**src/rcm_pkg.sv**
```systemverilog
// Purpose: Shared constants and types of the reset, clock and mode control block
// Assumes: 100 MHz control clock, 32-bit register port with byte offsets
// Notes: Every offset, flag position and timing count lives here, with the control bit positions and the flag, ROM, bus and RTC reset values
package rcm_pkg;

  // ****************************************
  // Timing
  // ****************************************
  localparam int unsigned CLK_MHZ = 100;
  localparam int unsigned RST_HOLD_NS = 100;
  localparam int unsigned RST_HOLD_CYC = (RST_HOLD_NS * CLK_MHZ + 999) / 1000;
  localparam logic [3:0] RST_HOLD_LOAD = 4'(RST_HOLD_CYC - 1);

  // ****************************************
  // Register offsets (byte addresses)
  // ****************************************
  localparam logic [7:0] OFS_RST_STATUS_0 = 8'h00;
  localparam logic [7:0] OFS_RST_STATUS_1 = 8'h04;
  localparam logic [7:0] OFS_RST_STATUS_2 = 8'h08;
  localparam logic [7:0] OFS_SYS_CTRL_0 = 8'h0C;
  localparam logic [7:0] OFS_CLK_SELECT = 8'h10;
  localparam logic [7:0] OFS_MODE_STATUS = 8'h14;
  localparam logic [7:0] OFS_SW_RESET = 8'h18;
  localparam logic [7:0] OFS_RTC_KEEP = 8'h1C;

  // ****************************************
  // Reset detection flag positions
  // ****************************************
  localparam int unsigned NUM_SRC = 8;
  localparam int unsigned FLG_POWER_ON = 0;
  localparam int unsigned FLG_VMON0 = 1;
  localparam int unsigned FLG_VMON1 = 2;
  localparam int unsigned FLG_VMON2 = 3;
  localparam int unsigned FLG_INDEP_WDOG = 4;
  localparam int unsigned FLG_WDOG = 5;
  localparam int unsigned FLG_SOFTWARE = 6;
  localparam int unsigned FLG_EXT_PIN = 7;
  localparam logic [7:0] FLAGS_RST_VAL = 8'h01;
  localparam logic [7:0] FLAGS_PIN_KEEP = 8'h80;

  // ****************************************
  // Control field positions and reset values
  // ****************************************
  localparam int unsigned SC0_ROM_EN_BIT = 0;
  localparam int unsigned SC0_EXT_BUS_BIT = 1;
  localparam int unsigned STS1_WARM_BIT = 0;
  localparam int unsigned SWR_TRIGGER_BIT = 0;
  localparam logic ROM_EN_RST = 1'b1;
  localparam logic EXT_BUS_RST = 1'b0;
  localparam logic [31:0] RTC_KEEP_RST = 32'h0000_0000;

  // ****************************************
  // Address map used in ROM-disabled extended mode
  // ****************************************
  localparam logic [31:0] MAP_RAM_END = 32'h0001_0000;
  localparam logic [31:0] MAP_PERIPH_BASE = 32'h0008_0000;
  localparam logic [31:0] MAP_PERIPH_END = 32'h0010_0000;
  localparam logic [31:0] MAP_CS_BASE = 32'h0500_0000;
  localparam logic [31:0] MAP_RESV_BASE = 32'h0800_0000;

  typedef enum logic [2:0] {
    CLK_LOW_INT_OSC, CLK_HIGH_INT_OSC, CLK_MAIN_OSC, CLK_SUB_OSC,
    CLK_PLL, CLK_USB_PLL, CLK_INDEP_WDOG_OSC
  } rcm_clk_src_t;

  typedef enum logic [1:0] {MODE_ROM_OFF_NO_EXT, MODE_SINGLE_CHIP, MODE_ROM_OFF_EXT, MODE_ROM_ON_EXT} rcm_op_mode_t;

  typedef enum logic [2:0] {
    REG_NONE, REG_RAM, REG_PERIPH, REG_CS_EXT, REG_RESERVED
  } rcm_region_t;

endpackage : rcm_pkg

```
**src/rcm_flag_if.sv**
```systemverilog
// Purpose: Carrier between the sequencer and the detection flag bank
// Assumes: Same clock on both ends
// Notes: Clear strobes are one cycle long; set and pin-reset are levels held while their source is active
`timescale 1ns/1ps
interface rcm_flag_if;
  import rcm_pkg::*;
  logic [NUM_SRC-1:0] set;   // Source seen
  logic [NUM_SRC-1:0] clr;   // Software clear
  logic pin_init;            // External pin reset in progress
  logic [NUM_SRC-1:0] flags; // Current flags
  modport bank (input set, input clr, input pin_init, output flags);
  modport ctrl (output set, output clr, output pin_init, input flags);
endinterface : rcm_flag_if

```
**src/rcm_flag_bank.sv**
```systemverilog
// Purpose: Sticky reset detection flags, one per source
// Assumes: RSTN is the power-on reset
// Notes: A set in the same cycle as a clear or a pin init wins
`timescale 1ns/1ps
module rcm_flag_bank
  import rcm_pkg::*;
(
  input wire logic CLK,    // Control clock
  input wire logic RSTN,   // Power-on reset, active low
  input wire logic CE,     // Clock enable
  rcm_flag_if.bank fl      // Flag strobes and state
);

  logic [NUM_SRC-1:0] flag_q;
  logic [NUM_SRC-1:0] flag_d;

  // ****************************************
  // Per-source flag
  // ****************************************
  genvar g;
  generate
    for (g = 0; g < NUM_SRC; g++)
    begin : g_flag
      // Pin reset wipes every flag except its own; sets still win
      always_comb
      begin
        flag_d[g] = flag_q[g];
        if (fl.clr[g] || (fl.pin_init && !FLAGS_PIN_KEEP[g]))
          flag_d[g] = 1'b0;
        if (fl.set[g])
          flag_d[g] = 1'b1;
      end
    end
  endgenerate

  // Flags survive every reset but power-on; a pin reset clears all but its own
  always_ff @(posedge CLK or negedge RSTN)
  begin
    if (!RSTN)
      flag_q <= FLAGS_RST_VAL;
    else if (CE)
      flag_q <= flag_d;
  end

  assign fl.flags = flag_q;

endmodule : rcm_flag_bank

```
**src/rcm_ctrl.sv**
```systemverilog
// Purpose: Reset merge, clock source and operating mode control
// Assumes: Source requests are levels on CLK; pins are asynchronous
// Notes: RSTN acts as the power-on reset
// Function
// - Eight reset sources merged into one
// - One vector; status registers zero to two
// - Each source sets a readable sticky flag
// - Pin reset clears other flags and registers
// - Pin reset keeps warm flag and RTC
// - Low-speed internal oscillator after every reset
// - Software picks one of seven clock sources
// - Mode pins sampled only at reset release
// - Mode pin high single, low boot
// - Boot mode runs internal rewrite program
// - Single-chip: ROM on, external space off
// - ROM-enabled extended: ROM and external on
// - ROM-disabled extended: ROM off, external on
// - Two control bits choose operating mode
// - ROM enable cleared stays cleared until reset
// - ROM reprogram allowed in ROM-enabled modes
// - ROM-off extended mode address map decode
`timescale 1ns/1ps
module rcm_ctrl
  import rcm_pkg::*;
(
  input wire logic CLK,               // 100 MHz control clock
  input wire logic RSTN,              // Power-on reset, active low
  input wire logic CE,                // Clock enable
  input wire logic EXT_RESET_PIN_N,   // External reset pin, active low
  input wire logic MODE_PIN,          // Mode select pin
  input wire logic USB_BOOT_PIN,      // Boot interface select pin
  input wire logic VMON0_RST,         // Voltage monitor 0 reset request
  input wire logic VMON1_RST,         // Voltage monitor 1 reset request
  input wire logic VMON2_RST,         // Voltage monitor 2 reset request
  input wire logic INDEP_WDOG_RST,    // Independent watchdog reset request
  input wire logic WDOG_RST,          // Watchdog reset request
  input wire logic [7:0] ADDR,        // Register byte address
  input wire logic [31:0] WDATA,      // Write data
  input wire logic WR,                // Write strobe
  input wire logic RD,                // Read strobe
  input wire logic [31:0] CPU_ADDR,   // CPU address to classify
  output logic [31:0] RDATA,          // Read data, cycle after RD
  output logic CPU_RESET_N,           // CPU reset, active low
  output logic PERIPH_RESET_N,        // Peripheral register reset
  output logic [2:0] SYSCLK_SEL,      // System clock source
  output logic ROM_EN,                // On-chip ROM enabled
  output logic EXT_BUS_EN,            // External address space enabled
  output logic BOOT_MODE,             // Boot program running
  output logic BOOT_USB,              // Boot over USB, else serial 1
  output logic ROM_PROG_OK,           // User ROM rewrite allowed
  output logic [2:0] ADDR_REGION      // Decoded region of CPU_ADDR
);

  // ****************************************
  // Pin synchronisers
  // ****************************************
  logic [1:0] pin_rst_s_q;
  logic [1:0] mode_s_q;
  logic [1:0] usb_s_q;
  logic [1:0] pin_rst_s_d;
  logic [1:0] mode_s_d;
  logic [1:0] usb_s_d;

  // Shift in; only stage 1 is read by logic
  always_comb
  begin
    pin_rst_s_d = {pin_rst_s_q[0], EXT_RESET_PIN_N};
    mode_s_d = {mode_s_q[0], MODE_PIN};
    usb_s_d = {usb_s_q[0], USB_BOOT_PIN};
  end

  // Reset to released pin so power-up does not look like a pin reset
  always_ff @(posedge CLK or negedge RSTN)
  begin
    if (!RSTN)
    begin
      pin_rst_s_q <= 2'b11;
      mode_s_q <= 2'b00;
      usb_s_q <= 2'b00;
    end
    else if (CE)
    begin
      pin_rst_s_q <= pin_rst_s_d;
      mode_s_q <= mode_s_d;
      usb_s_q <= usb_s_d;
    end
  end

  // ****************************************
  // Reset source merge
  // ****************************************
  typedef enum logic {SEQ_HOLD, SEQ_RUN} rcm_seq_t;
  rcm_seq_t seq_q;
  rcm_seq_t seq_d;
  logic [3:0] hold_q;
  logic [3:0] hold_d;
  logic sw_req_q;
  logic sw_req_d;
  logic pin_active;
  logic any_src;
  logic [NUM_SRC-1:0] src_vec;
  logic release_now;

  rcm_flag_if fl ();

  rcm_flag_bank u_flags (
    .CLK(CLK),
    .RSTN(RSTN),
    .CE(CE),
    .fl(fl.bank)
  );

  // All sources but power-on funnel into one hold request and one vector
  always_comb
  begin
    pin_active = !pin_rst_s_q[1];
    src_vec = '0;
    src_vec[FLG_VMON0] = VMON0_RST;
    src_vec[FLG_VMON1] = VMON1_RST;
    src_vec[FLG_VMON2] = VMON2_RST;
    src_vec[FLG_INDEP_WDOG] = INDEP_WDOG_RST;
    src_vec[FLG_WDOG] = WDOG_RST;
    src_vec[FLG_SOFTWARE] = sw_req_q;
    src_vec[FLG_EXT_PIN] = pin_active;
    any_src = |src_vec;
  end

  // Hold stretches every reset to a minimum width after the last source drops
  always_comb
  begin
    seq_d = seq_q;
    hold_d = hold_q;
    release_now = 1'b0;
    if (any_src)
    begin
      seq_d = SEQ_HOLD;
      hold_d = RST_HOLD_LOAD;
    end
    else if (seq_q == SEQ_HOLD)
    begin
      if (hold_q == 4'h0)
      begin
        seq_d = SEQ_RUN;
        release_now = 1'b1;
      end
      else
        hold_d = hold_q - 4'h1;
    end
  end

  // Power-on starts in hold so the pins get sampled at its release
  always_ff @(posedge CLK or negedge RSTN)
  begin
    if (!RSTN)
    begin
      seq_q <= SEQ_HOLD;
      hold_q <= RST_HOLD_LOAD;
    end
    else if (CE)
    begin
      seq_q <= seq_d;
      hold_q <= hold_d;
    end
  end

  // ****************************************
  // Register write side
  // ****************************************
  logic wr_sts0;
  logic wr_sts2;
  logic [NUM_SRC-1:0] clr_vec;

  // Flags are written one to clear
  always_comb
  begin
    wr_sts0 = WR && (ADDR == OFS_RST_STATUS_0) && (seq_q == SEQ_RUN);
    wr_sts2 = WR && (ADDR == OFS_RST_STATUS_2) && (seq_q == SEQ_RUN);
    clr_vec = '0;
    if (wr_sts0)
    begin
      clr_vec[FLG_POWER_ON] = WDATA[0];
      clr_vec[FLG_VMON0] = WDATA[1];
    end
    if (wr_sts2)
      clr_vec[NUM_SRC-1:FLG_VMON1] = WDATA[5:0];
    fl.set = src_vec;
    fl.clr = clr_vec;
    fl.pin_init = pin_active;
  end

  // ****************************************
  // Control registers
  // ****************************************
  logic rom_en_q;
  logic rom_en_d;
  logic ext_en_q;
  logic ext_en_d;
  rcm_clk_src_t clk_q;
  rcm_clk_src_t clk_d;
  logic boot_q;
  logic boot_d;
  logic usb_q;
  logic usb_d;
  logic warm_q;
  logic warm_d;
  logic [31:0] rtc_q;
  logic [31:0] rtc_d;
  logic wr_run;

  // Any reset restores defaults; warm flag and RTC only see power-on
  always_comb
  begin
    wr_run = WR && (seq_q == SEQ_RUN);
    rom_en_d = rom_en_q;
    ext_en_d = ext_en_q;
    clk_d = clk_q;
    boot_d = boot_q;
    usb_d = usb_q;
    warm_d = warm_q;
    rtc_d = rtc_q;
    sw_req_d = 1'b0;
    if (seq_q == SEQ_HOLD)
    begin
      rom_en_d = ROM_EN_RST;
      ext_en_d = EXT_BUS_RST;
      clk_d = CLK_LOW_INT_OSC;
      if (release_now)
      begin
        boot_d = !mode_s_q[1];
        usb_d = !mode_s_q[1] && usb_s_q[1];
      end
    end
    else if (wr_run)
    begin
      unique case (ADDR)
        OFS_SYS_CTRL_0:
        begin
          // Once cleared, a one write is ignored until the next reset
          rom_en_d = rom_en_q & WDATA[SC0_ROM_EN_BIT];
          ext_en_d = WDATA[SC0_EXT_BUS_BIT];
        end
        OFS_CLK_SELECT:
          // Codes past the last source are dropped; stabilisation is software's job
          if (WDATA[2:0] <= 3'(CLK_INDEP_WDOG_OSC))
            clk_d = rcm_clk_src_t'(WDATA[2:0]);
        OFS_RST_STATUS_1:
          warm_d = WDATA[STS1_WARM_BIT];
        OFS_SW_RESET:
          sw_req_d = WDATA[SWR_TRIGGER_BIT];
        OFS_RTC_KEEP:
          rtc_d = WDATA;
        default:
          sw_req_d = 1'b0;
      endcase
    end
  end

  // Control group, frozen while CE is low
  always_ff @(posedge CLK or negedge RSTN)
  begin
    if (!RSTN)
    begin
      rom_en_q <= ROM_EN_RST;
      ext_en_q <= EXT_BUS_RST;
      clk_q <= CLK_LOW_INT_OSC;
      boot_q <= 1'b0;
      usb_q <= 1'b0;
      warm_q <= 1'b0;
      rtc_q <= RTC_KEEP_RST;
      sw_req_q <= 1'b0;
    end
    else if (CE)
    begin
      rom_en_q <= rom_en_d;
      ext_en_q <= ext_en_d;
      clk_q <= clk_d;
      boot_q <= boot_d;
      usb_q <= usb_d;
      warm_q <= warm_d;
      rtc_q <= rtc_d;
      sw_req_q <= sw_req_d;
    end
  end

  // ****************************************
  // Mode, decode and read data
  // ****************************************
  rcm_op_mode_t mode;
  rcm_region_t region_d;
  logic [31:0] rdata_d;
  logic prog_ok_d;

  // Mode from the two control bits; boot overrides ROM access
  always_comb
  begin
    mode = rcm_op_mode_t'({ext_en_q, rom_en_q});
    // Next-state terms keep permission and decode in step with ROM_EN and EXT_BUS_EN
    prog_ok_d = !boot_d && rom_en_d;
    region_d = REG_NONE;
    if (!rom_en_d && ext_en_d && !boot_d)
    begin
      if (CPU_ADDR < MAP_RAM_END)
        region_d = REG_RAM;
      else if (CPU_ADDR < MAP_PERIPH_BASE)
        region_d = REG_RESERVED;
      else if (CPU_ADDR < MAP_PERIPH_END)
        region_d = REG_PERIPH;
      else if (CPU_ADDR < MAP_CS_BASE)
        region_d = REG_RESERVED;
      else if (CPU_ADDR < MAP_RESV_BASE)
        region_d = REG_CS_EXT;
      else
        region_d = REG_RESERVED;
    end
    rdata_d = 32'h0000_0000;
    if (RD)
    begin
      unique case (ADDR)
        OFS_RST_STATUS_0: rdata_d = {30'h0, fl.flags[FLG_VMON0], fl.flags[FLG_POWER_ON]};
        OFS_RST_STATUS_1: rdata_d = {31'h0, warm_q};
        OFS_RST_STATUS_2: rdata_d = {26'h0, fl.flags[NUM_SRC-1:FLG_VMON1]};
        OFS_SYS_CTRL_0: rdata_d = {30'h0, ext_en_q, rom_en_q};
        OFS_CLK_SELECT: rdata_d = {29'h0, clk_q};
        OFS_MODE_STATUS: rdata_d = {28'h0, usb_q, boot_q, mode};
        OFS_RTC_KEEP: rdata_d = rtc_q;
        default: rdata_d = 32'h0000_0000;
      endcase
    end
  end

  // Outputs all registered; boot mode keeps the external bus shut
  always_ff @(posedge CLK or negedge RSTN)
  begin
    if (!RSTN)
    begin
      RDATA <= 32'h0000_0000;
      CPU_RESET_N <= 1'b0;
      PERIPH_RESET_N <= 1'b0;
      SYSCLK_SEL <= 3'h0;
      ROM_EN <= 1'b0;
      EXT_BUS_EN <= 1'b0;
      BOOT_MODE <= 1'b0;
      BOOT_USB <= 1'b0;
      ROM_PROG_OK <= 1'b0;
      ADDR_REGION <= 3'h0;
    end
    else if (CE)
    begin
      RDATA <= rdata_d;
      CPU_RESET_N <= (seq_d == SEQ_RUN);
      PERIPH_RESET_N <= (seq_d == SEQ_RUN);
      SYSCLK_SEL <= clk_d;
      ROM_EN <= rom_en_d && !boot_d;
      EXT_BUS_EN <= ext_en_d && !boot_d;
      BOOT_MODE <= boot_d;
      BOOT_USB <= usb_d;
      ROM_PROG_OK <= prog_ok_d;
      ADDR_REGION <= region_d;
    end
  end

endmodule : rcm_ctrl

```
**config.mk**
```make
export PLATFORM = sky130hd
export DESIGN_NAME = rcm_ctrl
export DESIGN_NICKNAME = d
export VERILOG_FILES = /design/src/rcm_pkg.sv /design/src/rcm_flag_if.sv /design/src/rcm_flag_bank.sv /design/src/rcm_ctrl.sv
export SDC_FILE = /design/constraint.sdc
export NUM_CORES = 1
export LEC_CHECK = 0
export CAP_MARGIN = 20
export CORE_MARGIN = 3
export CORE_UTILIZATION = 54
export CTS_CLUSTER_DIAMETER = 100
export DETAILED_ROUTE_END_ITERATION = 12
export DONT_BUFFER_PORTS = 1
export PLACE_DENSITY = 0.75
export SETUP_SLACK_MARGIN = 0.3
export SYNTH_ARGS = -nofsm -noshare
export SYNTH_HDL_FRONTEND = slang
export SYNTH_HIERARCHICAL = 1
export SYNTH_SLANG_ARGS = --single-unit
export TNS_END_PERCENT = 5
```
**constraint.sdc**
```tcl
create_clock -name CLK -period 3.7 [get_ports CLK]
set_clock_uncertainty 0.1 [all_clocks]
set_input_delay 0.185 -clock CLK [delete_from_list [all_inputs] [get_ports CLK]]
set_output_delay 0.185 -clock CLK [all_outputs]
set_load 0.02 [all_outputs]
```
After elaboration in Yosys (flattened, before gate mapping)
Cells that the tools add are included.
{"block": "totals", "inputBits": 85, "wordCells": 139, "register_bits": 97, "output_inout_bits": 45}
{"block": "classes", "eq_ne": 13, "bitwise": 2, "n_mux": 49, "order_cmp": 6, "n_addsub": 1, "n_reduce_logical": 43}
{"operator": "$pmux W32 S7", "n": 1}
{"operator": "$eq A8 B5 Y1 const B", "n": 4}
{"operator": "$lt A32 B17 Y1 const B", "n": 1}
{"operator": "$lt A32 B20 Y1 const B", "n": 1}
{"operator": "$lt A32 B21 Y1 const B", "n": 1}
{"operator": "$lt A32 B27 Y1 const B", "n": 1}
{"operator": "$lt A32 B28 Y1 const B", "n": 1}
{"operator": "$mux W1", "n": 32}
{"operator": "$mux W32", "n": 1}
{"operator": "$mux W3", "n": 10}
{"operator": "$eq A8 B4 Y1 const B", "n": 2}
{"operator": "$reduce_and A2 Y1", "n": 8}
{"operator": "$mux W4", "n": 3}
{"operator": "$reduce_and A4 Y1", "n": 3}
{"operator": "$reduce_bool A2 Y1", "n": 6}
{"operator": "$logic_and A1 B1 Y1", "n": 10}
{"operator": "$ne A2 B1 Y1 const B", "n": 5}
{"operator": "$eq A8 B3 Y1 const B", "n": 1}
{"operator": "$logic_not A8 Y1", "n": 1}
{"operator": "$logic_or A1 B1 Y1", "n": 7}
{"operator": "$reduce_or A7 Y1", "n": 1}
{"operator": "$mux W6", "n": 1}
{"operator": "$reduce_and A3 Y1", "n": 2}
{"operator": "$logic_not A1 Y1", "n": 4}
{"operator": "other kinds (7)", "n": 7}

Longest topological paths before layout
Gate-level depths: netlist (run 1).
{"block": "depth", "ltp_word": 9, "depth_mapped": 8, "mapped_depth_nobuf": 6}

Cells and area by module
The synthesis (run 1) kept the hierarchy.
{"mod": "rcm_ctrl", "seq_area_each_um2": 2233.4, "instances": 1, "cells_per_inst": 328, "area_each_um2": 4043.9}
{"mod": "rcm_flag_bank", "seq_area_each_um2": 201.4, "instances": 1, "cells_per_inst": 25, "area_each_um2": 335.3}

Worst setup path after synthesis (run 1)
OpenSTA, ideal clock, no wires.
{"block": "synth_path", "path_kind": "register -> register", "start": "register, netlist name PERIPH_RESET_N", "end": "register u_flags.flag_q[6], in the netlist u_flags/fl.flags[6]", "path_stages_with_launch": 8, "arrival_ns": 1.894, "t_required_ns": 3.479, "slack_ns": 1.585, "period_less_slack_ns": 2.115, "path_buffers": 1, "setup_time_ns": 0.121, "path_cell_list": "dfrtp_1 nand2_1 or3_1 buf_6 nor2_1 and2_1 o21ai_0 a22o_2"}
{"element": "to (signal assigned)", "line_no": "rcm_flag_bank.sv:42", "source": "flag_q <= flag_d;"}
{"element": "to (decl)", "line_no": "rcm_flag_bank.sv:14", "source": "logic [NUM_SRC-1:0] flag_q;"}

==> flow_metrics.py, run 1 <==
metrics = {
    "clock_network": {
        "clock_tree_from_tritoncts": "yes",
        "clock_insertion_delay_worst_skew_ns": 0.38,
        "numCtsBuffers": 9,
        "clk_transition_reported_paths_ns": 0.10,
        "postCtsSetupBuffers": 0,
        "cts.sinks": 97,
        "ctsLongestPathBuffers": 2,
        "htreeDepth": 3,
        "clock_tree.root_cell": "clkbuf_8",
        "cts-resized-gates": 0,
        "holdBufCountCts": 52,
    },
    "detailed_routing": {
        "drt_first_pass_iters": 4,
        "drc": 0,
        "postRouteAntennaNets": 0,
        "routed_wire_length_per_instance_um": 21.2,
        "first_iter_violations": 172,
        "via_to_cell_ratio": 6.16,
        "wl_um": 10700,
        "num_vias": 3097,
    },
    "timing": {
        "max_clock_freq_mhz": 418,
        "setup_ws_ns": 1.31,
        "setup_viol_count_final": 0,
        "worst_hold_slack_ns": 0.00575,
        "final_hold_viol_count": 0,
        "max-slew-margin-rel": 0.270,
        "period_needed_ns": 2.39,
        "timing_worst_slew_pin_value_ns": 1.08,
        "setup-tns-final_ns": 0,
        "timing.final.crit_share": 0.646,
        "rsz0062_at_grt": "false",
        "final_max_slew_viol_count": 0,
    },
    "synth": {
        "synth_top_cell_area_share": 0.520,
        "netlist_top_cells_area": "dfrtp_1 (52%), mux2_2 (9.8%), a22o_1 (5.8%)",
        "synth.net_count": 440,
        "netlist_top_cells_count": "dfrtp_1 (91), mux2_2 (38), a22o_1 (29), o21ai_0 (19), inv_1 (17)",
        "synth-edff-count": 0,
        "syn-instance-count": 353,
        "synth_most_common_cell": "dfrtp_1",
        "synth_ff_type": "dfrtp_1",
        "netlist-cell-type-count": 56,
        "synthArstFlopShare": 1.00,
        "synth.ff_latch_count": 97,
        "syn_area_cell_um2": 12.4,
        "netlist.top_cell.by_area": "dfrtp_1",
        "synth_sequential_area_ratio": 0.556,
        "yosysWarningCount": 6,
        "synth.cell_area_um2": 4380,
    },
    "finish": {
        "share_of_final_layout_standard_cells_stronger_than_drive_strength_1": 0.207,
        "final_net_count": 483,
        "n_antenna_cell": 0,
        "syn2layout_area_growth_pct": 17.8,
    },
    "global_routing": {
        "globalRoute.totalOverflow": 0,
        "grt_pass1_vias": 3215,
        "largest_net_degree_at_the_start_of_global_routing": 98,
        "grt.total_usage": 0.239,
        "first_pass_grt_wire_length_um": 16600,
        "antenna_found_initial": 0,
    },
    "run_status": {
        "status": "complete, no violations",
    },
    "pwr": {
        "power_per_cell_area_nw_per_um2": 386,
        "vdd_ir_drop_max_mv": 0.254,
        "power.leakage_uw": 0.00234,
    },
    "placed_design": {
        "detailed_place_hpwl_um": 6490,
        "gp_routability_congestion": 0.866,
        "place_ws_ns": 1.44,
        "port-buffer-count": 0,
    },
    "critical_path": {
        "cp_data_arrival_time_ns": 2.55,
        "critPathLaunchType": "flip-flop",
        "cp-end-kind": "flip-flop",
        "crit_fanout": 6,
        "critical_path_required_ns": 3.86,
        "critPathKind": "reg2reg",
    },
    "die": {
        "floorplan.core_area_um2": 7810,
        "io_pins": 130,
        "initial_standard_cell_utilization_of_the_core": 0.561,
        "chipWidth_um": 96.1,
        "die_outline_area_um2": 9230,
        "chipHeight_um": 96.1,
        "floorplan.rows": 32,
    },
    "hold_path": {
        "hold_path_class": "in2reg",
    },
    "run": {
        "drv_cap": 0,
    },
}
path summary, 6_finish.rpt:
check / startpoint / end / slack, ns / cells after the start
worst max-delay path: PERIPH_RESET_N / warm_q / 1.31 / 5
worst min-delay path: CE / pin_rst_s_q[1] / 0.006 / 2
worst max register to register: PERIPH_RESET_N / warm_q / 1.31 / 5
worst min register to register: rtc_q[20] / RDATA[20] / 0.39 / 1
max in group asynchronous: RSTN / pin_rst_s_q[0] / 2.75 / 2
min in group asynchronous: RSTN / RDATA[2] / 0.34 / 2
layer usage:
metal / vias to the layer above / wire (um) / part of all wire / global-route usage
met5: - / 0 / 0 / 0
met4: 0 / 225 / 0.021 / 0.0770
met3: 21 / 904 / 0.085 / 0.0837
met2: 117 / 5210 / 0.49 / 0.384
met1: 1569 / 4330 / 0.41 / 0.304
li1: 1390 / - / - / -
flip-flops by register name, summed over array words and instances, names as in the netlist, 3 cells and up:
signal,flops
ADDR_REGION,3
RDATA,32
SYSCLK_SEL,3
hold_q,4
rtc_q,32
u_flags/fl.flags,8
cell usage in the layout, fill, tap and decap left out, types with 3 or more instances in the layout:
cell type      Yosys  final
a22o_1            29     29
a22o_2             6      6
a22oi_1            4      4
and2_1             8      8
buf_4              5      3
clkbuf_8           0      9
dfrtp_1           91     91
dfstp_2            6      6
dlygate4sd3_1      0     50
inv_1             17     17
mux2_2            38     38
mux2i_1            8      8
nand2_1           15     15
nand2b_1           3      3
nand3_1            5      5
nand4_1            3      3
nor2_1            10     10
nor3_1             6      6
nor3b_1            3      3
nor4b_1            4      4
o21ai_0           19     19
o2bb2ai_1          7      7
o31ai_1            3      3
o32ai_1            4      4
or3_1              4      4
area by class of cell:
class	instances	area, um2
timing repair buffer	55	571
inverter	17	63.8
tap	102	128
fill	578	2650
clock inverter	7	81.3
multi-input combinational	216	1760
clock buffer	9	124
sequential	97	2430
through the flow:
stage / instances / cell area (um2) / utilization / total power (uW)
floorplan: 353 / 4380 / - / 1230
global placement: 435 / 4400 / 0.564 / 1230
detailed placement: 435 / 4400 / 0.564 / 1240
CTS: 503 / 5160 / 0.661 / 2010
global route: 503 / 5160 / 0.661 / 2080
finish: 503 / 5160 / 0.661 / 1990
logic make-up after synthesis:
group	count (synthesis)	share of synthesized area
AOI/OAI and AO/OA	90	0.166
other	1	0.000856
adders and majority gates	2	0.00571
DFF	97	0.556
muxes	48	0.121
and+or+nand+nor	75	0.106
buffers and inverters	40	0.0446
power by group:
| group | internal [uW] | switching [uW] |
|---|---|---|
| registers | 1090 | 23.5 |
| logic | 89.4 | 92.5 |
| clock network | 271 | 424 |
| total | 1450 | 540 |
critical path: stages, from the launching register on:
cell,delay (ns)
dfrtp_1,0.35
nand2_1,0.14
or3_1,0.59
nor3_4,0.22
mux2_1,0.33
dlygate4sd3_1,0.56
Note: power is estimated with default switching activity, not from simulation.
==> run 2, diff against run 1 <==
--- a/config.mk
+++ b/config.mk
@@ -11,7 +11,7 @@
 export CTS_CLUSTER_DIAMETER = 100
 export DETAILED_ROUTE_END_ITERATION = 12
 export DONT_BUFFER_PORTS = 1
-export PLACE_DENSITY = 0.75
+export PLACE_DENSITY = 0.78
 export SETUP_SLACK_MARGIN = 0.3
 export SYNTH_ARGS = -nofsm -noshare
 export SYNTH_HDL_FRONTEND = slang
==> constraint.sdc (replaced) <==
create_clock -name CLK -period 2 [get_ports CLK]
set_clock_uncertainty 0.1 [all_clocks]
set_input_delay 0.1 -clock CLK [delete_from_list [all_inputs] [get_ports CLK]]
set_output_delay 0.1 -clock CLK [all_outputs]
set_load 0.02 [all_outputs]
==> run 2 against run 1 <==
  * The run now ends with hold timing left
  * Die area did not move
  * Maximum frequency increased by 40%
  * Register-to-register slack got worse by 1.0 ns
  * Hold slack got worse by 0.71 ns
  * Count of clock-buffer cells in the layout unchanged
  * Final area up 5.6%
  * Power is 87% higher
==> flow_metrics.py, run 2 (synthesis gave the netlist of run 1 again) <==
metrics = {
    "pwr": {
        "power_frac_clock": 0.350,
        "vdd_ir_drop_max_mv": 0.443,
        "seqPwrFrac": 0.556,
        "power_per_cell_area_nw_per_um2": 684,
        "power.switching_fraction": 0.269,
        "total_power_uw": 3720,
        "power.leakage_uw": 0.00246,
        "internal_power_uw": 2720,
        "power.switching_uw": 1000,
        "comb_power_share": 0.094,
    },
    "timing": {
        "rsz0062_at_grt": "true",
        "timing.final.crit_share": 0.857,
        "period_needed_ns": 1.71,
        "final_hold_viol_count": 97,
        "setup-tns-final_ns": 0,
        "timing_worst_slew_pin_value_ns": 0.520,
        "max_clock_freq_mhz": 584,
        "final_max_slew_viol_count": 0,
        "worst_hold_slack_ns": -0.699,
        "max-slew-margin-rel": 0.650,
        "setup_viol_count_final": 0,
    },
    "finish": {
        "final_core_utilization": 0.698,
        "filler_cell_count": 529,
        "layout.cells.most_common_list": "dfrtp_1 (90), dlygate4sd3_1 (62), mux2_2 (38)",
        "layout.cells.most_common": "dfrtp_1",
        "final_design_area_no_fill_um2": 5450,
        "n_antenna_cell": 0,
        "ff_latch_area_um2": 2440,
        "share_of_final_layout_standard_cells_stronger_than_drive_strength_1": 0.255,
        "syn2layout_area_growth_pct": 24.4,
        "multi_input_comb_area_um2": 1860,
        "final_net_count": 505,
    },
    "detailed_routing": {
        "first_iter_violations": 212,
        "drc": 0,
        "via_to_cell_ratio": 6.10,
        "num_vias": 3200,
        "postRouteAntennaNets": 0,
        "drt_first_pass_iters": 4,
        "wl_um": 10900,
        "routed_wire_length_per_instance_um": 20.8,
    },
    "clock_network": {
        "clock_insertion_delay_worst_skew_ns": 0.37,
        "ctsLongestPathBuffers": 2,
        "cts.sinks": 97,
        "clock_tree.root_cell": "clkbuf_8",
        "clk_transition_reported_paths_ns": 0.11,
        "htreeDepth": 3,
        "clock_tree_from_tritoncts": "yes",
        "numCtsBuffers": 9,
    },
    "die": {
        "floorplan.rows": 32,
        "floorplan.core_area_um2": 7810,
        "io_pins": 130,
        "chipWidth_um": 96.1,
        "die_outline_area_um2": 9230,
        "chipHeight_um": 96.1,
        "initial_standard_cell_utilization_of_the_core": 0.561,
    },
    "placed_design": {
        "gp_routability_congestion": 0.812,
        "detailed_place_hpwl_um": 6490,
        "detailed_place.area_um2": 4510,
        "port-buffer-count": 0,
    },
    "critical_path": {
        "cp_data_arrival_time_ns": 1.89,
        "critPathLaunchType": "flip-flop",
        "r2r.worst_path.cells": 6,
        "crit_path_cell_trace": "inv_1 -> ha_2 -> nor3b_4 -> nor3b_2 -> o21ai_1 -> a22o_1",
        "reg2reg_setup_slack_ns": 0.29,
        "crit_fanout": 5,
        "critical_path_required_ns": 2.17,
        "reg2reg_from": "hold_q[0]",
        "critPathKind": "reg2reg",
        "cp-end-kind": "flip-flop",
        "max_stage_delay_ns": 0.56,
        "crit-reg2reg-capture": "hold_q[2]",
        "timing.critical_path.slowest_stage_cell": "dfstp_2",
    },
    "hold_path": {
        "hold_path_class": "in2async",
    },
    "run": {
        "drv_cap": 0,
    },
    "global_routing": {
        "grt.total_usage": 0.242,
        "first_pass_grt_wire_length_um": 16800,
        "antenna_found_initial": 0,
        "globalRoute.totalOverflow": 0,
        "grt_pass1_vias": 3281,
        "largest_net_degree_at_the_start_of_global_routing": 98,
    },
    "run_status": {
        "status": "finished, violations left",
        "violated_checks": "hold timing",
    },
}
-- run 2: changes by cell type in the layout (fill, tap and decap cells not counted), moves of 2 or more --
cell	delta
buf_4	+10
dlygate4sd3_1	+12
nor3_1	-2
nor3b_1	-2
nor4b_1	-4
nor4b_2	+3
o21ai_0	-5
o21ai_1	+5
-- run 2: power groups by stage --
stage          clock [uW]  combinational, uW  sequential (uW)
5_1_grt              1410                378             2080
2_1_floorplan           0                191             2090
4_1_cts              1330                332             2070
3_5_place_dp            0                194             2100
3_3_place_gp            0                184             2100
6_report             1300                351             2070
-- run 2: worst max-delay path, delay by kind of cell (launching register included) --
kind	cells	cell delay, ns
compound gates	2	0.32
fa+ha+maj	1	0.19
buf+inv	1	0.06
flops	1	0.56
simple gates	2	0.38
-- run 2: worst max path at each step --
stage,startpoint,slack [ns],depth (start not counted),end
2_1_floorplan,ADDR[4],0.22,7,u_flags/fl.flags[1]
3_3_place_gp,ADDR[5],0.1,6,u_flags/fl.flags[6]
3_5_place_dp,ADDR[5],0.08,6,u_flags/fl.flags[3]
4_1_cts,PERIPH_RESET_N,0.28,6,u_flags/fl.flags[3]
5_1_grt,hold_q[0],0.23,6,hold_q[2]
6_report,hold_q[0],0.29,6,hold_q[2]
-- run 2: layout make-up --
class                   instances  area share
flip-flops and latches         97       0.447
clock buffers                   9      0.0227
inverters                      17      0.0117
repair buffers                 77       0.139
multi-input cells             216       0.341
well taps                     102      0.0234
clock inverters                 7      0.0149
-- run 2: timing repair --
item | 4_1_cts | 5_1_grt
setup endpoints to repair | 17 | 53
hold endpoints to repair | 167 | 98
buffers inserted | 1 | 1
pin swaps | 4 | 1
hold buffers | 62 | 1
resized for setup | 10 | 5
-- run 2: through the flow --
| step | setup WS [ns] | hold slack (ns) | std cells |
|---|---|---|---|
| finish | 0.287 | -0.699 | 525 |
| global route | 0.230 | -0.715 | 525 |
| CTS | 0.284 | -0.707 | 523 |
| detailed placement | 0.0829 | -0.293 | 444 |
| global placement | 0.0991 | -0.292 | 444 |
| floorplan | 0.224 | -0.296 | 353 |
-- run 2: per-layer routing --
metal,global-route usage,part of all wire,up-vias
met5,0,0,-
met4,0.0995,0.024,0
met3,0.0954,0.10,24
met2,0.358,0.47,156
met1,0.317,0.40,1591
li1,-,-,1429
==> run 3, diff against run 2 <==
--- a/config.mk
+++ b/config.mk
@@ -5,6 +5,7 @@
 export SDC_FILE = /design/constraint.sdc
 export NUM_CORES = 1
 export LEC_CHECK = 0
+export ABC_AREA = 1
 export CAP_MARGIN = 20
 export CORE_MARGIN = 3
 export CORE_UTILIZATION = 54
==> run 3 against run 2 <==
  * The flow still finishes with violations (hold timing)
  * Die area down 0.17%
  * Critical path type unchanged
  * Clock power increased by 5%
  * Synthesized area decreased by 0.17%
  * Combinational power decreased by 15%
  * Global-route usage decreased by 1.3 points
  * Maximum frequency rose by 4.2%
  * Sequential share of layout area up 1.7 points
  * Routed wire length is 3.2% lower
  * Power rose by 0.45%
  * Sequential cell count unchanged
==> flow_metrics.py, run 3 <==
metrics = {
    "run_status": {
        "status": "finished, violations left",
        "violated_checks": "hold timing",
    },
    "timing": {
        "timing.final.crit_share": 0.822,
        "final_max_slew_viol_count": 0,
        "period_needed_ns": 1.64,
        "max-slew-margin-rel": 0.599,
        "setup_viol_count_final": 0,
        "setup-tns-final_ns": 0,
        "rsz0062_at_grt": "true",
        "worst_hold_slack_ns": -0.683,
        "max_clock_freq_mhz": 608,
        "timing_worst_slew_pin_value_ns": 0.600,
        "final_hold_viol_count": 97,
    },
    "clock_network": {
        "numCtsBuffers": 9,
        "cts.sinks": 97,
        "htreeDepth": 3,
        "clock_insertion_delay_worst_skew_ns": 0.37,
        "holdBufCountCts": 57,
        "clk_transition_reported_paths_ns": 0.11,
        "clock_tree.root_cell": "clkbuf_8",
        "ctsLongestPathBuffers": 2,
        "clock_tree_from_tritoncts": "yes",
        "postCtsSetupBuffers": 0,
    },
    "critical_path": {
        "cpLargestDelayFamily": "simple AND/OR/NAND/NOR gates",
        "max_stage_delay_ns": 0.57,
        "crit_path_cell_trace": "inv_1 -> ha_1 -> nand2_1 -> nand3_1 -> nor4_1 -> nand3b_1",
        "crit_fanout": 4,
        "timing.critical_path.slowest_stage_cell": "dfstp_2",
        "critPathKind": "reg2reg",
        "cp_data_arrival_time_ns": 1.84,
        "worst-path-stages": 6,
        "r2r.worst_path.cells": 6,
        "critical_path_required_ns": 2.20,
        "crit_buf_inv": 1,
        "critPathLaunchType": "flip-flop",
        "cp-end-kind": "flip-flop",
        "reg2reg_setup_slack_ns": 0.36,
    },
    "detailed_routing": {
        "drc": 0,
        "drt_first_pass_iters": 5,
        "first_iter_violations": 361,
        "via_to_cell_ratio": 5.65,
        "routed_wire_length_per_instance_um": 17.0,
        "num_vias": 3510,
        "postRouteAntennaNets": 0,
        "wl_um": 10600,
    },
    "synth": {
        "synth_top_family_by_area": "simple AND/OR/NAND/NOR gates",
        "synthArstFlopShare": 1.00,
        "synth_most_common_cell": "nand2_1",
        "synth.cell_area_um2": 4370,
        "syn-instance-count": 460,
        "synth.net_count": 547,
        "synth_sequential_area_ratio": 0.557,
        "synth-edff-count": 0,
        "portion_of_netlist_area_occupied_by_mux_cells": 0.0738,
        "synth_ff_type": "dfrtp_1",
        "netlist_top_cells_count": "nand2_1 (141), dfrtp_1 (91), nor2_1 (42), inv_1 (32), a32o_1 (26)",
        "netlist_top_cells_area": "dfrtp_1 (52%), nand2_1 (12%), a32o_1 (6.0%)",
        "syn_area_cell_um2": 9.50,
        "post_synth_xor_area_fraction": 0,
        "synth_fa_ha_area_frac": 0.00572,
        "netlist.top_cell.by_area": "dfrtp_1",
        "synth-simple-area-share": 0.203,
        "yosysWarningCount": 6,
        "synthesized_area_fraction_occupied_by_ao_oa_aoi_and_oai_cells": 0.105,
        "synth_top_cell_area_share": 0.521,
        "netlist-cell-type-count": 36,
        "synth.ff_latch_count": 97,
    },
    "placed_design": {
        "post-place-cells": 548,
        "gp_routability_congestion": 0.886,
        "port-buffer-count": 0,
        "detailed_place_hpwl_um": 6570,
    },
    "pwr": {
        "power.leakage_uw": 0.00260,
        "power_per_cell_area_nw_per_um2": 713,
        "vdd_ir_drop_max_mv": 0.365,
    },
    "global_routing": {
        "grt_pass1_vias": 3416,
        "grt.total_usage": 0.229,
        "antenna_found_initial": 0,
        "first_pass_grt_wire_length_um": 16300,
        "globalRoute.totalOverflow": 0,
        "largest_net_degree_at_the_start_of_global_routing": 98,
    },
    "finish": {
        "final_net_count": 601,
        "n_antenna_cell": 0,
        "layout.cells.most_common": "nand2_1",
        "finish.cell_count_without_fillers": 621,
        "syn2layout_area_growth_pct": 20.0,
        "layout.cells.most_common_list": "nand2_1 (140), dfrtp_1 (91), dlygate4sd3_1 (57)",
        "share_of_final_layout_standard_cells_stronger_than_drive_strength_1": 0.125,
    },
    "die": {
        "io_pins": 130,
        "floorplan.rows": 32,
        "chipHeight_um": 96.0,
        "die_outline_area_um2": 9210,
        "chipWidth_um": 96.0,
        "initial_standard_cell_utilization_of_the_core": 0.560,
        "floorplan.core_area_um2": 7810,
    },
    "run": {
        "drv_cap": 0,
    },
    "hold_path": {
        "hold_path_class": "in2async",
    },
}
## run 3: changes by cell type in the layout (fill, tap and decap cells not counted), moves of 6 or more
| cell | change |
|---|---|
| a22o_1 | -27 |
| mux2_4 | +8 |
| nor2_1 | +30 |
| o2bb2ai_1 | -7 |
| buf_4 | -9 |
| nand3_1 | +15 |
| and2_1 | -7 |
| o21ai_0 | +11 |
| mux2_2 | -20 |
| mux2i_1 | -8 |
| nand2_1 | +126 |
| a32o_1 | +26 |
| a22o_2 | -6 |
| inv_1 | +15 |
## run 3: area by class of cell
type,instances,area (um2)
Fill cell,601,2560
Tap cell,102,128
Sequential cell,97,2430
Inverter,35,133
Clock buffer,9,124
Clock inverter,7,91.3
Timing Repair Buffer,62,621
Multi-Input combinational cell,309,1710
## run 3: worst paths after layout
kind,startpoint,endpoint
max,hold_q[0],hold_q[3]
min,RSTN,rtc_q[23]
max reg2reg,hold_q[0],hold_q[3]
min reg2reg,u_flags/fl.flags[0],u_flags/fl.flags[0]
max in group asynchronous,RSTN,hold_q[0]
min in group CLK,INDEP_WDOG_RST,hold_q[1]
## run 3: cell families (layout without fill, tap and decap cells)
kind of cell | count (synthesis) | in the layout
AOI/OAI and AO/OA | 62 | 62
and+or+nand+nor | 218 | 218
adders and majority gates | 2 | 2
other | 1 | 1
buffers and inverters | 54 | 113
muxes | 26 | 26
DFF | 97 | 97
## run 3: layer usage
| metal | up-vias | global-route usage | part of all wire |
|---|---|---|---|
| met3 | 15 | 0.0649 | 0.095 |
| met1 | 1695 | 0.301 | 0.40 |
| met5 | - | 0 | 0 |
| met4 | 0 | 0.0616 | 0.0092 |
| li1 | 1632 | - | - |
| met2 | 168 | 0.374 | 0.50 |
## run 3: worst register-to-register path, stage by stage, from the launching register on
cell and delay (ns):
dfstp_2 0.57, inv_1 0.06, ha_1 0.20, nand2_1 0.08
nand3_1 0.13, nor4_1 0.28, nand3b_1 0.16
## run 3: where the power goes
group | internal (uW) | switching (uW) | leakage [uW]
clock network | 618 | 752 | 0.000108
logic | 141 | 157 | 0.00119
registers | 2020 | 47.6 | 0.00131
total | 2780 | 957 | 0.00260
## run 3: repair_timing
| action | in CTS | in global routing |
|---|---|---|
| endpoints found under the hold margin | 158 | 97 |
| setup endpoints to repair | 0 | 34 |
| resized for setup | 0 | 5 |
## run 3: through the flow
stage | setup slack [ns] | total power [uW] | instance area [um2] | util
after floorplan | 0.403 | 2260 | 4370 | -
after global placement | 0.404 | 2290 | 4440 | 0.569
after detailed placement | 0.336 | 2300 | 4440 | 0.569
after CTS | 0.313 | 3760 | 5230 | 0.670
after global routing | 0.271 | 3900 | 5250 | 0.672
final | 0.356 | 3740 | 5250 | 0.672
